===== config.mk =====
export PLATFORM = sky130hd
export DESIGN_NAME = tio_top
export DESIGN_NICKNAME = d
export VERILOG_FILES = /design/src/tio_pkg.sv /design/src/tio_deadtime.sv /design/src/tio_top.sv
export SDC_FILE = /design/constraint.sdc
export NUM_CORES = 1
export LEC_CHECK = 0
export BUFFER_PORTS_ARGS = -buffer_cell sky130_fd_sc_hd__buf_2
export CAP_MARGIN = 20
export CORE_UTILIZATION = 46
export DETAILED_ROUTE_END_ITERATION = 10
export PLACE_DENSITY = 0.84
export SLEW_MARGIN = 10
export SYNTH_ARGS = -nofsm -noshare
export SYNTH_HDL_FRONTEND = slang
export SYNTH_SLANG_ARGS = --single-unit
export TNS_END_PERCENT = 10

===== constraint.sdc =====
create_clock -name CORE_CLK_I -period 3.7 [get_ports CORE_CLK_I]
set_input_delay 0.74 -clock CORE_CLK_I [delete_from_list [all_inputs] [get_ports CORE_CLK_I]]
set_output_delay 0.74 -clock CORE_CLK_I [all_outputs]
set_load 0.01 [all_outputs]

===== src/tio_pkg.sv =====
// Package for the idle-state and trigger-output block of the advanced timer.
// Assumes a 32-bit AXI4-Lite register bus and a single 25 MHz timer clock.
package tio_pkg;

  localparam int          AXI_AW          = 4;
  localparam logic [3:0]  OFS_CTL_TWO     = 4'h4;  // timer_control_two
  localparam logic [3:0]  OFS_LOCK        = 4'h8;  // protection lock level
  localparam logic [3:0]  OFS_STATUS      = 4'hC;  // read-only live state
  localparam logic [15:0] CTL_TWO_RESET   = 16'h0000;
  localparam logic [15:0] CTL_TWO_WMASK   = 16'h7FF0;
  localparam logic [15:0] IDLE_BITS_MASK  = 16'h7F00;
  localparam int          MMS_LSB         = 4;
  localparam int          TIS_BIT         = 7;
  localparam int          IDLE_LSB        = 8;
  localparam logic [1:0]  LOCK_OPEN       = 2'h0;
  localparam logic [1:0]  RESP_OKAY       = 2'h0;
  localparam logic [1:0]  RESP_SLVERR     = 2'h2;
  localparam int          DT_WIDTH        = 8;

  // Trigger-output source select values.
  localparam logic [2:0]  MMS_RESET  = 3'h0;
  localparam logic [2:0]  MMS_ENABLE = 3'h1;
  localparam logic [2:0]  MMS_UPDATE = 3'h2;
  localparam logic [2:0]  MMS_CCPULS = 3'h3;
  localparam logic [2:0]  MMS_OREF0  = 3'h4;
  localparam logic [2:0]  MMS_OREF1  = 3'h5;
  localparam logic [2:0]  MMS_OREF2  = 3'h6;
  localparam logic [2:0]  MMS_OREF3  = 3'h7;

  // Events and levels coming from the counter core and slave controller.
  typedef struct packed {
    logic       update_generate_bit;
    logic       slave_reset;
    logic       update_event;
    logic       cc0_event;
    logic       counter_run_bit;
    logic       pause_mode;
    logic       master_slave_sync;
    logic [3:0] compare_ref;
  } core_evt_s;

  // Idle levels, main then complementary, per channel.
  typedef struct packed {
    logic [3:0] main_lvl;
    logic [2:0] compl_lvl;
  } idle_lvl_s;

endpackage


===== src/tio_deadtime.sv =====
// Dead-time delay for the main outputs moving to their idle level.
// Assumes the dead-time count is steady while the enable is cleared.
module tio_deadtime
  import tio_pkg::*;
#(
  parameter int W = DT_WIDTH
) (
  input  wire logic         clk_i,      // Timer clock.
  input  wire logic         rst_n_i,    // Synchronous reset, active low.
  input  wire logic         trig_i,     // High while outputs are idle.
  input  wire logic [W-1:0] dt_i,       // Dead-time in clocks.
  output logic              done_o      // Dead-time has elapsed.
);
  logic [W-1:0] cnt_r;
  wire          at_end = (cnt_r >= dt_i);

  always_ff @(posedge clk_i) begin
    if (!rst_n_i || !trig_i) begin
      cnt_r <= '0;
    end else if (!at_end) begin
      cnt_r <= cnt_r + W'(1);
    end
  end

  assign done_o = trig_i && at_end;
endmodule


===== src/tio_top.sv =====
// Idle-state levels, channel 0 trigger input select and trigger output.
// Assumes the counter core supplies its events on the timer clock.
module tio_top
  import tio_pkg::*;
(
  input  wire logic              CORE_CLK_I,       // Timer clock, 25 MHz.
  input  wire logic              RST_N_I,          // Synchronous reset, active low.
  input  wire logic [AXI_AW-1:0] S_AXI_AWADDR_I,   // Write address.
  input  wire logic              S_AXI_AWVALID_I,  // Write address valid.
  output logic                   S_AXI_AWREADY_O,  // Write address ready.
  input  wire logic [31:0]       S_AXI_WDATA_I,    // Write data.
  input  wire logic [3:0]        S_AXI_WSTRB_I,    // Write strobes.
  input  wire logic              S_AXI_WVALID_I,   // Write data valid.
  output logic                   S_AXI_WREADY_O,   // Write data ready.
  output logic [1:0]             S_AXI_BRESP_O,    // Write response.
  output logic                   S_AXI_BVALID_O,   // Write response valid.
  input  wire logic              S_AXI_BREADY_I,   // Write response ready.
  input  wire logic [AXI_AW-1:0] S_AXI_ARADDR_I,   // Read address.
  input  wire logic              S_AXI_ARVALID_I,  // Read address valid.
  output logic                   S_AXI_ARREADY_O,  // Read address ready.
  output logic [31:0]            S_AXI_RDATA_O,    // Read data.
  output logic [1:0]             S_AXI_RRESP_O,    // Read response.
  output logic                   S_AXI_RVALID_O,   // Read data valid.
  input  wire logic              S_AXI_RREADY_I,   // Read data ready.
  input  wire core_evt_s         CORE_EVT_I,       // Counter core events.
  input  wire logic              PRIMARY_OUTPUT_ENABLE_I, // Outputs enabled.
  input  wire logic [DT_WIDTH-1:0] DEADTIME_I,     // Dead-time in clocks.
  input  wire logic [3:0]        CH_MAIN_I,        // Active main outputs.
  input  wire logic [2:0]        CH_COMPL_I,       // Active complementary outputs.
  input  wire logic [2:0]        CH_PIN_I,         // Channel 0..2 input pins.
  output logic [3:0]             CH_MAIN_O,        // Main outputs after idle.
  output logic [2:0]             CH_COMPL_O,       // Complementary outputs after idle.
  output logic                   FIRST_TRIG_IN_O,  // Channel 0 trigger input.
  output logic                   TRIGGER_OUTPUT_O  // Trigger output to slaves.
);

  // Register file.
  logic [15:0] ctl_two_r;
  logic [1:0]  lock_r;
  logic        aw_held_r, w_held_r;
  logic [AXI_AW-1:0] aw_addr_r;
  logic [31:0] w_data_r;
  logic [3:0]  w_strb_r;
  logic        awready_r, wready_r, bvalid_r, arready_r, rvalid_r;
  logic [1:0]  bresp_r, rresp_r;
  logic [31:0] rdata_r;

  wire aw_take  = S_AXI_AWVALID_I && awready_r;
  wire w_take   = S_AXI_WVALID_I && wready_r;
  wire have_aw  = aw_held_r || aw_take;
  wire have_w   = w_held_r || w_take;
  wire wr_fire  = have_aw && have_w && !bvalid_r;
  wire [AXI_AW-1:0] wr_addr = aw_held_r ? aw_addr_r : S_AXI_AWADDR_I;
  wire [31:0]       wr_data = w_held_r ? w_data_r : S_AXI_WDATA_I;
  wire [3:0]        wr_strb = w_held_r ? w_strb_r : S_AXI_WSTRB_I;
  wire wr_ctl   = wr_fire && (wr_addr == OFS_CTL_TWO);
  wire wr_lock  = wr_fire && (wr_addr == OFS_LOCK);
  wire wr_hit   = (wr_addr == OFS_CTL_TWO) || (wr_addr == OFS_LOCK)
                  || (wr_addr == OFS_STATUS);

  function automatic logic [15:0] strb_merge(input logic [15:0] old,
                                             input logic [31:0] d,
                                             input logic [3:0]  s);
    logic [15:0] m;
    m = {s[1] ? d[15:8] : old[15:8], s[0] ? d[7:0] : old[7:0]};
    return m;
  endfunction

  // Idle bits are frozen unless the lock level is open; bit 15 stays reserved.
  wire [15:0] wmask   = (lock_r == LOCK_OPEN) ? CTL_TWO_WMASK
                                              : (CTL_TWO_WMASK & ~IDLE_BITS_MASK);
  wire [15:0] ctl_nxt = (ctl_two_r & ~wmask)
                        | (strb_merge(ctl_two_r, wr_data, wr_strb) & wmask);

  always_ff @(posedge CORE_CLK_I) begin
    if (!RST_N_I) begin
      aw_held_r <= 1'b0;
      w_held_r  <= 1'b0;
      aw_addr_r <= '0;
      w_data_r  <= '0;
      w_strb_r  <= '0;
      bvalid_r  <= 1'b0;
      bresp_r   <= RESP_OKAY;
      ctl_two_r <= CTL_TWO_RESET;
      lock_r    <= LOCK_OPEN;
    end else begin
      if (aw_take) aw_addr_r <= S_AXI_AWADDR_I;
      if (w_take) begin
        w_data_r <= S_AXI_WDATA_I;
        w_strb_r <= S_AXI_WSTRB_I;
      end
      aw_held_r <= have_aw && !wr_fire;
      w_held_r  <= have_w && !wr_fire;
      if (wr_fire) begin
        bvalid_r <= 1'b1;
        bresp_r  <= wr_hit ? RESP_OKAY : RESP_SLVERR;
      end else if (S_AXI_BREADY_I) begin
        bvalid_r <= 1'b0;
      end
      if (wr_ctl) ctl_two_r <= ctl_nxt;
      if (wr_lock && wr_strb[0]) lock_r <= wr_data[1:0];
    end
  end

  // Readies come from flip-flops fed by the next held and response state, so every
  // bus output leaves a register while the handshake timing stays the same.
  wire aw_held_nxt = have_aw && !wr_fire;
  wire w_held_nxt  = have_w && !wr_fire;
  wire bvalid_nxt  = wr_fire || (bvalid_r && !S_AXI_BREADY_I);

  always_ff @(posedge CORE_CLK_I) begin
    if (!RST_N_I) begin
      awready_r <= 1'b0;
      wready_r  <= 1'b0;
    end else begin
      awready_r <= !aw_held_nxt && !bvalid_nxt;
      wready_r  <= !w_held_nxt && !bvalid_nxt;
    end
  end

  // Read channel.
  logic [31:0] rd_mux;
  wire         ar_take = S_AXI_ARVALID_I && arready_r;
  wire         rd_hit  = (S_AXI_ARADDR_I == OFS_CTL_TWO) || (S_AXI_ARADDR_I == OFS_LOCK)
                         || (S_AXI_ARADDR_I == OFS_STATUS);
  logic [15:0] status_w;

  always_comb begin
    case (S_AXI_ARADDR_I)
      OFS_CTL_TWO: rd_mux = {16'h0000, ctl_two_r};
      OFS_LOCK:    rd_mux = {30'h0, lock_r};
      OFS_STATUS:  rd_mux = {16'h0000, status_w};
      default:     rd_mux = 32'h0000_0000;
    endcase
  end

  always_ff @(posedge CORE_CLK_I) begin
    if (!RST_N_I) begin
      rvalid_r <= 1'b0;
      rdata_r  <= '0;
      rresp_r  <= RESP_OKAY;
    end else if (ar_take) begin
      rvalid_r <= 1'b1;
      rdata_r  <= rd_mux;
      rresp_r  <= rd_hit ? RESP_OKAY : RESP_SLVERR;
    end else if (S_AXI_RREADY_I) begin
      rvalid_r <= 1'b0;
    end
  end

  wire rvalid_nxt = ar_take || (rvalid_r && !S_AXI_RREADY_I);

  always_ff @(posedge CORE_CLK_I) begin
    if (!RST_N_I) begin
      arready_r <= 1'b0;
    end else begin
      arready_r <= !rvalid_nxt;
    end
  end
  assign S_AXI_AWREADY_O = awready_r;
  assign S_AXI_WREADY_O  = wready_r;
  assign S_AXI_BVALID_O  = bvalid_r;
  assign S_AXI_BRESP_O   = bresp_r;
  assign S_AXI_ARREADY_O = arready_r;
  assign S_AXI_RVALID_O  = rvalid_r;
  assign S_AXI_RDATA_O   = rdata_r;
  assign S_AXI_RRESP_O   = rresp_r;

  // Field decode.
  wire [2:0]  mms      = ctl_two_r[MMS_LSB +: 3];
  wire        tis_xor  = ctl_two_r[TIS_BIT];
  idle_lvl_s  idle;
  assign idle.main_lvl  = {ctl_two_r[IDLE_LSB+6], ctl_two_r[IDLE_LSB+4],
                           ctl_two_r[IDLE_LSB+2], ctl_two_r[IDLE_LSB]};
  assign idle.compl_lvl = {ctl_two_r[IDLE_LSB+5], ctl_two_r[IDLE_LSB+3],
                           ctl_two_r[IDLE_LSB+1]};

  // Pins are synchronised before use.
  logic [2:0] pin_s1_r, pin_s2_r, pin_used_r;
  logic       primary_output_enable_s1_r, primary_output_enable_r;
  always_ff @(posedge CORE_CLK_I) begin
    if (!RST_N_I) begin
      pin_s1_r <= '0;
      pin_s2_r <= '0;
      pin_used_r <= '0;
      primary_output_enable_s1_r <= 1'b0;
      primary_output_enable_r <= 1'b0;
    end else begin
      pin_s1_r <= CH_PIN_I;
      pin_s2_r <= pin_s1_r;
      pin_used_r <= pin_s2_r;
      primary_output_enable_s1_r <= PRIMARY_OUTPUT_ENABLE_I;
      primary_output_enable_r <= primary_output_enable_s1_r;
    end
  end

  wire trig_in = tis_xor ? ^pin_s2_r : pin_s2_r[0];

  // Dead-time before the main outputs take their idle level.
  wire dt_done;
  tio_deadtime #(.W(DT_WIDTH)) u_dt (
    .clk_i   (CORE_CLK_I),
    .rst_n_i (RST_N_I),
    .trig_i  (!primary_output_enable_r),
    .dt_i    (DEADTIME_I),
    .done_o  (dt_done)
  );

  // Counter enable: run bit, or trigger input while paused. In pause mode
  // the extra flop adds lag unless master-slave sync removes it.
  logic trig_in_d_r;
  wire  pause_trig = CORE_EVT_I.master_slave_sync ? trig_in : trig_in_d_r;
  wire  cnt_en     = CORE_EVT_I.counter_run_bit
                     || (CORE_EVT_I.pause_mode && pause_trig);

  // The reset event is delayed one clock so the pulse follows the reset.
  logic slave_rst_d_r;
  wire  evt_pulse_nxt = (mms == MMS_RESET)
                        ? (CORE_EVT_I.update_generate_bit || slave_rst_d_r)
                        : CORE_EVT_I.cc0_event;
  logic trigger_output_nxt;
  always_comb begin
    case (mms)
      MMS_RESET:  trigger_output_nxt = evt_pulse_nxt;
      MMS_ENABLE: trigger_output_nxt = cnt_en;
      MMS_UPDATE: trigger_output_nxt = CORE_EVT_I.update_event;
      MMS_CCPULS: trigger_output_nxt = evt_pulse_nxt;
      MMS_OREF0:  trigger_output_nxt = CORE_EVT_I.compare_ref[0];
      MMS_OREF1:  trigger_output_nxt = CORE_EVT_I.compare_ref[1];
      MMS_OREF2:  trigger_output_nxt = CORE_EVT_I.compare_ref[2];
      MMS_OREF3:  trigger_output_nxt = CORE_EVT_I.compare_ref[3];
      default:    trigger_output_nxt = 1'b0;
    endcase
  end

  logic [3:0] main_r;
  logic [2:0] compl_r;
  logic       trig_o_r, trigger_output_r;
  always_ff @(posedge CORE_CLK_I) begin
    if (!RST_N_I) begin
      trig_in_d_r   <= 1'b0;
      slave_rst_d_r <= 1'b0;
      trigger_output_r        <= 1'b0;
      trig_o_r      <= 1'b0;
      main_r        <= '0;
      compl_r       <= '0;
    end else begin
      trig_in_d_r   <= trig_in;
      slave_rst_d_r <= CORE_EVT_I.slave_reset;
      trigger_output_r        <= trigger_output_nxt;
      trig_o_r      <= trig_in;
      if (primary_output_enable_r) begin
        main_r  <= CH_MAIN_I;
        compl_r <= CH_COMPL_I;
      end else begin
        compl_r <= idle.compl_lvl;
        if (dt_done) main_r <= idle.main_lvl;
      end
    end
  end

  assign status_w = {8'h00, 1'b0, primary_output_enable_r, trigger_output_r, cnt_en, trig_o_r, pin_used_r[2:0]};
  assign CH_MAIN_O        = main_r;
  assign CH_COMPL_O       = compl_r;
  assign FIRST_TRIG_IN_O  = trig_o_r;
  assign TRIGGER_OUTPUT_O = trigger_output_r;
endmodule

==> results.tsv <==
stage	metric	value	unit
run_status	status	complete, no violations	
placement	dp_slack	998	ps
cells_and_area	layout.nets	608	
timing	worstMarginPinSlew	920	ps
floorplan	die-width	95.1	µm
synthesis	synthCells	438	
setup_path	worstPathRequired	3940	ps
timing	slew_headroom	37.8	%
floorplan	start_util	48.0	%
placement	gp_congestion	0.788	
setup_path	crit_path_end_kind	flip-flop	
cells_and_area	final_cells	628	
timing	slew_viol_final	0	
timing	fin_worst_skew	6.51	ps
flow_run	maxCapViolations	0	
cts	cts_buffers	9	
route	drc	0	
synthesis	synthTopCellsByArea	dfxtp_1, mux2i_1, nor2b_1, nand2_1, a21boi_0	
min_path	hp-class	flip-flop to flip-flop	
route	wl	8250	µm
route	drt_iter0_markers	123	
placement	place_area	0.00441	mm²
synthesis	synth-edff-count	0	
cells_and_area	fillers	740	
global_routing	grt_max_degree	79	
cts	cts_setup_buffers	0	
timing	max_freq	0.421	GHz
placement	dp.cells	612	
synthesis	synth_common_cells	dfxtp_1, nand2_1, nor2b_1, mux2i_1, a21boi_0	
setup_path	cp-start-kind	input port	
setup_path	worstPathMaxFanout	11	
power_and_ir_drop	power_density	396	mW/mm²
setup_path	crit_type	input port to flip-flop	
cts	root_buffer	clkbuf_8	
cells_and_area	area.growth.synth_to_final	15.4	%
floorplan	fp.dieH	95.1	µm
placement	dp.final_hpwl	6060	µm
power_and_ir_drop	fin_total_pwr	1.82	mW
global_routing	grt_pass1_wl	13400	µm
cts	clock-sinks	85	
timing	rsz0062_at_grt	false	
cells_and_area	diodes	0	
power_and_ir_drop	cellLeakagePower	2.05	nW
setup_path	cp_data_arrival_time	2610	ps
cells_and_area	postLayoutCellArea	0.00460	mm²
setup_path	rr_worst_depth	7	
route	final_antenna_net_count	0	
route	detailedRoute.firstPassIterationCount	4	
route	vias_per_cell	5.14	
synthesis	synth_top_area_share	42.7	%
floorplan	die-area	0.00904	mm²
timing	hold_viol	0	
cts	h-tree-depth	3	
global_routing	gr-usage-all-layers	19.1	%
global_routing	first_global_vias	2997	
synthesis	synth-seq-cells	85	
timing	setup_viol	0	
cells_and_area	final_core_util	55.4	%
timing	final.setup.worst_slack	1330	ps
synthesis	ys_async_sr_fraction	0	%
timing	min_period	2370	ps
route	drt-wirelength-per-cell	13.1	µm
synthesis	seq_area_frac_synth	42.7	%
min_path	hold_depth	1	
global_routing	grt_antenna_before_repair	0	
floorplan	row_count	33	
synthesis	syn_avg_cell_area	9.10	µm²
cts	cts_tree	done	
floorplan	ios	131	
floorplan	core	0.00830	mm²
placement	numPortBuffers	90	
synthesis	synth_cell_types	46	
global_routing	grt_overflow	0	
cts	insertion_delay	350	ps
cells_and_area	drive_gt1_share	23.9	%
timing	setup_tns	0	ps
route	vias	3229	
cts	clk_pin_slew	80	ps
timing	period_share	64.2	%
synthesis	yosys_warnings	0	
power_and_ir_drop	peakVddDrop	0.000201	V
synthesis	synth_most_common_cell	dfxtp_1	
synthesis	synth_ff_type	dfxtp_1	
synthesis	netlist_area	0.00399	mm²
timing	whs	436	ps
cts	cts_max_path_buffers	2	
cts	hold_buffers	0	
cts	postCtsResizedCells	0	
synthesis	yosysTopAreaCell	dfxtp_1	
-- sequential cells by signal (all words and copies together) (netlist names), 4 cells and up, named ones only --
register and flops:
S_AXI_RDATA_O 15, w_data_r 13, u_dt.cnt_r 8, CH_MAIN_O 4
aw_addr_r 4, ctl_two_r 4
-- worst paths after layout --
path	from	endpoint	slack [ps]
setup / recovery	DEADTIME_I[7]	u_dt.cnt_r[4]$_SDFFE_PP0N_	1330
hold / removal	pin_s1_r[2]$_SDFF_PN0_	pin_s2_r[2]$_SDFF_PN0_	440
setup reg to reg	u_dt.cnt_r[0]$_SDFFE_PP0N_	u_dt.cnt_r[4]$_SDFFE_PP0N_	1430
hold reg to reg	pin_s1_r[2]$_SDFF_PN0_	pin_s2_r[2]$_SDFF_PN0_	440
-- cells in the final DEF, fill, tap and decap left out, types with 13 or more instances in the layout --
cell / netlist / final
mux2i_1: 28 / 28
buf_2: 2 / 90
conb_1: 1 / 19
and2_1: 14 / 14
nor2b_1: 33 / 33
nand2_1: 53 / 53
a21boi_0: 22 / 22
mux2_2: 13 / 13
a21oi_1: 16 / 16
dfxtp_1: 85 / 85
-- layout make-up --
type / count / area (µm²) / share of cell area (%)
multi-input cells: 319 / 2070 / 45.1
flip-flops and latches: 85 / 1700 / 37.0
repair buffers: 91 / 458 / 9.95
well taps: 105 / 131 / 2.86
clock buffers: 10 / 128 / 2.77
clock inverters: 6 / 62.6 / 1.36
inverters: 12 / 45.0 / 0.979
-- layer usage --
layer / routed length, µm / GRT usage, %
met2: 4080 / 32.9
met3: 382 / 3.75
met4: 106 / 8.08
met5: 0 / 0
met1: 3680 / 23.2
-- power by group --
group          leakage, nW  switching, mW  internal (mW)
clock                0.100          0.332          0.313
combinational         1.25          0.109         0.0920
sequential           0.692         0.0295          0.945
-- cell families (layout without fill, tap and decap cells) --
family | after synthesis | count (layout) | share of synthesized area [%]
other | 1 | 19 | 0.0941
multiplexers | 42 | 42 | 11.3
buffers and inverters | 52 | 119 | 6.94
adder cells (fa/ha/maj) | 9 | 9 | 2.83
AND/OR/NAND/NOR | 161 | 161 | 21.4
flip-flops | 85 | 85 | 42.7
AO/OA/AOI/OAI | 86 | 86 | 14.4
XOR/XNOR | 2 | 2 | 0.440
-- critical path: stages --
cell and delay, ps:
buf_2 70, inv_1 30, ha_1 290, a211oi_1 200, o21ai_1 140, a41oi_1 720
o2111ai_1 250, mux2i_1 160
No activity file was read; power rests on OpenSTA's default activity.
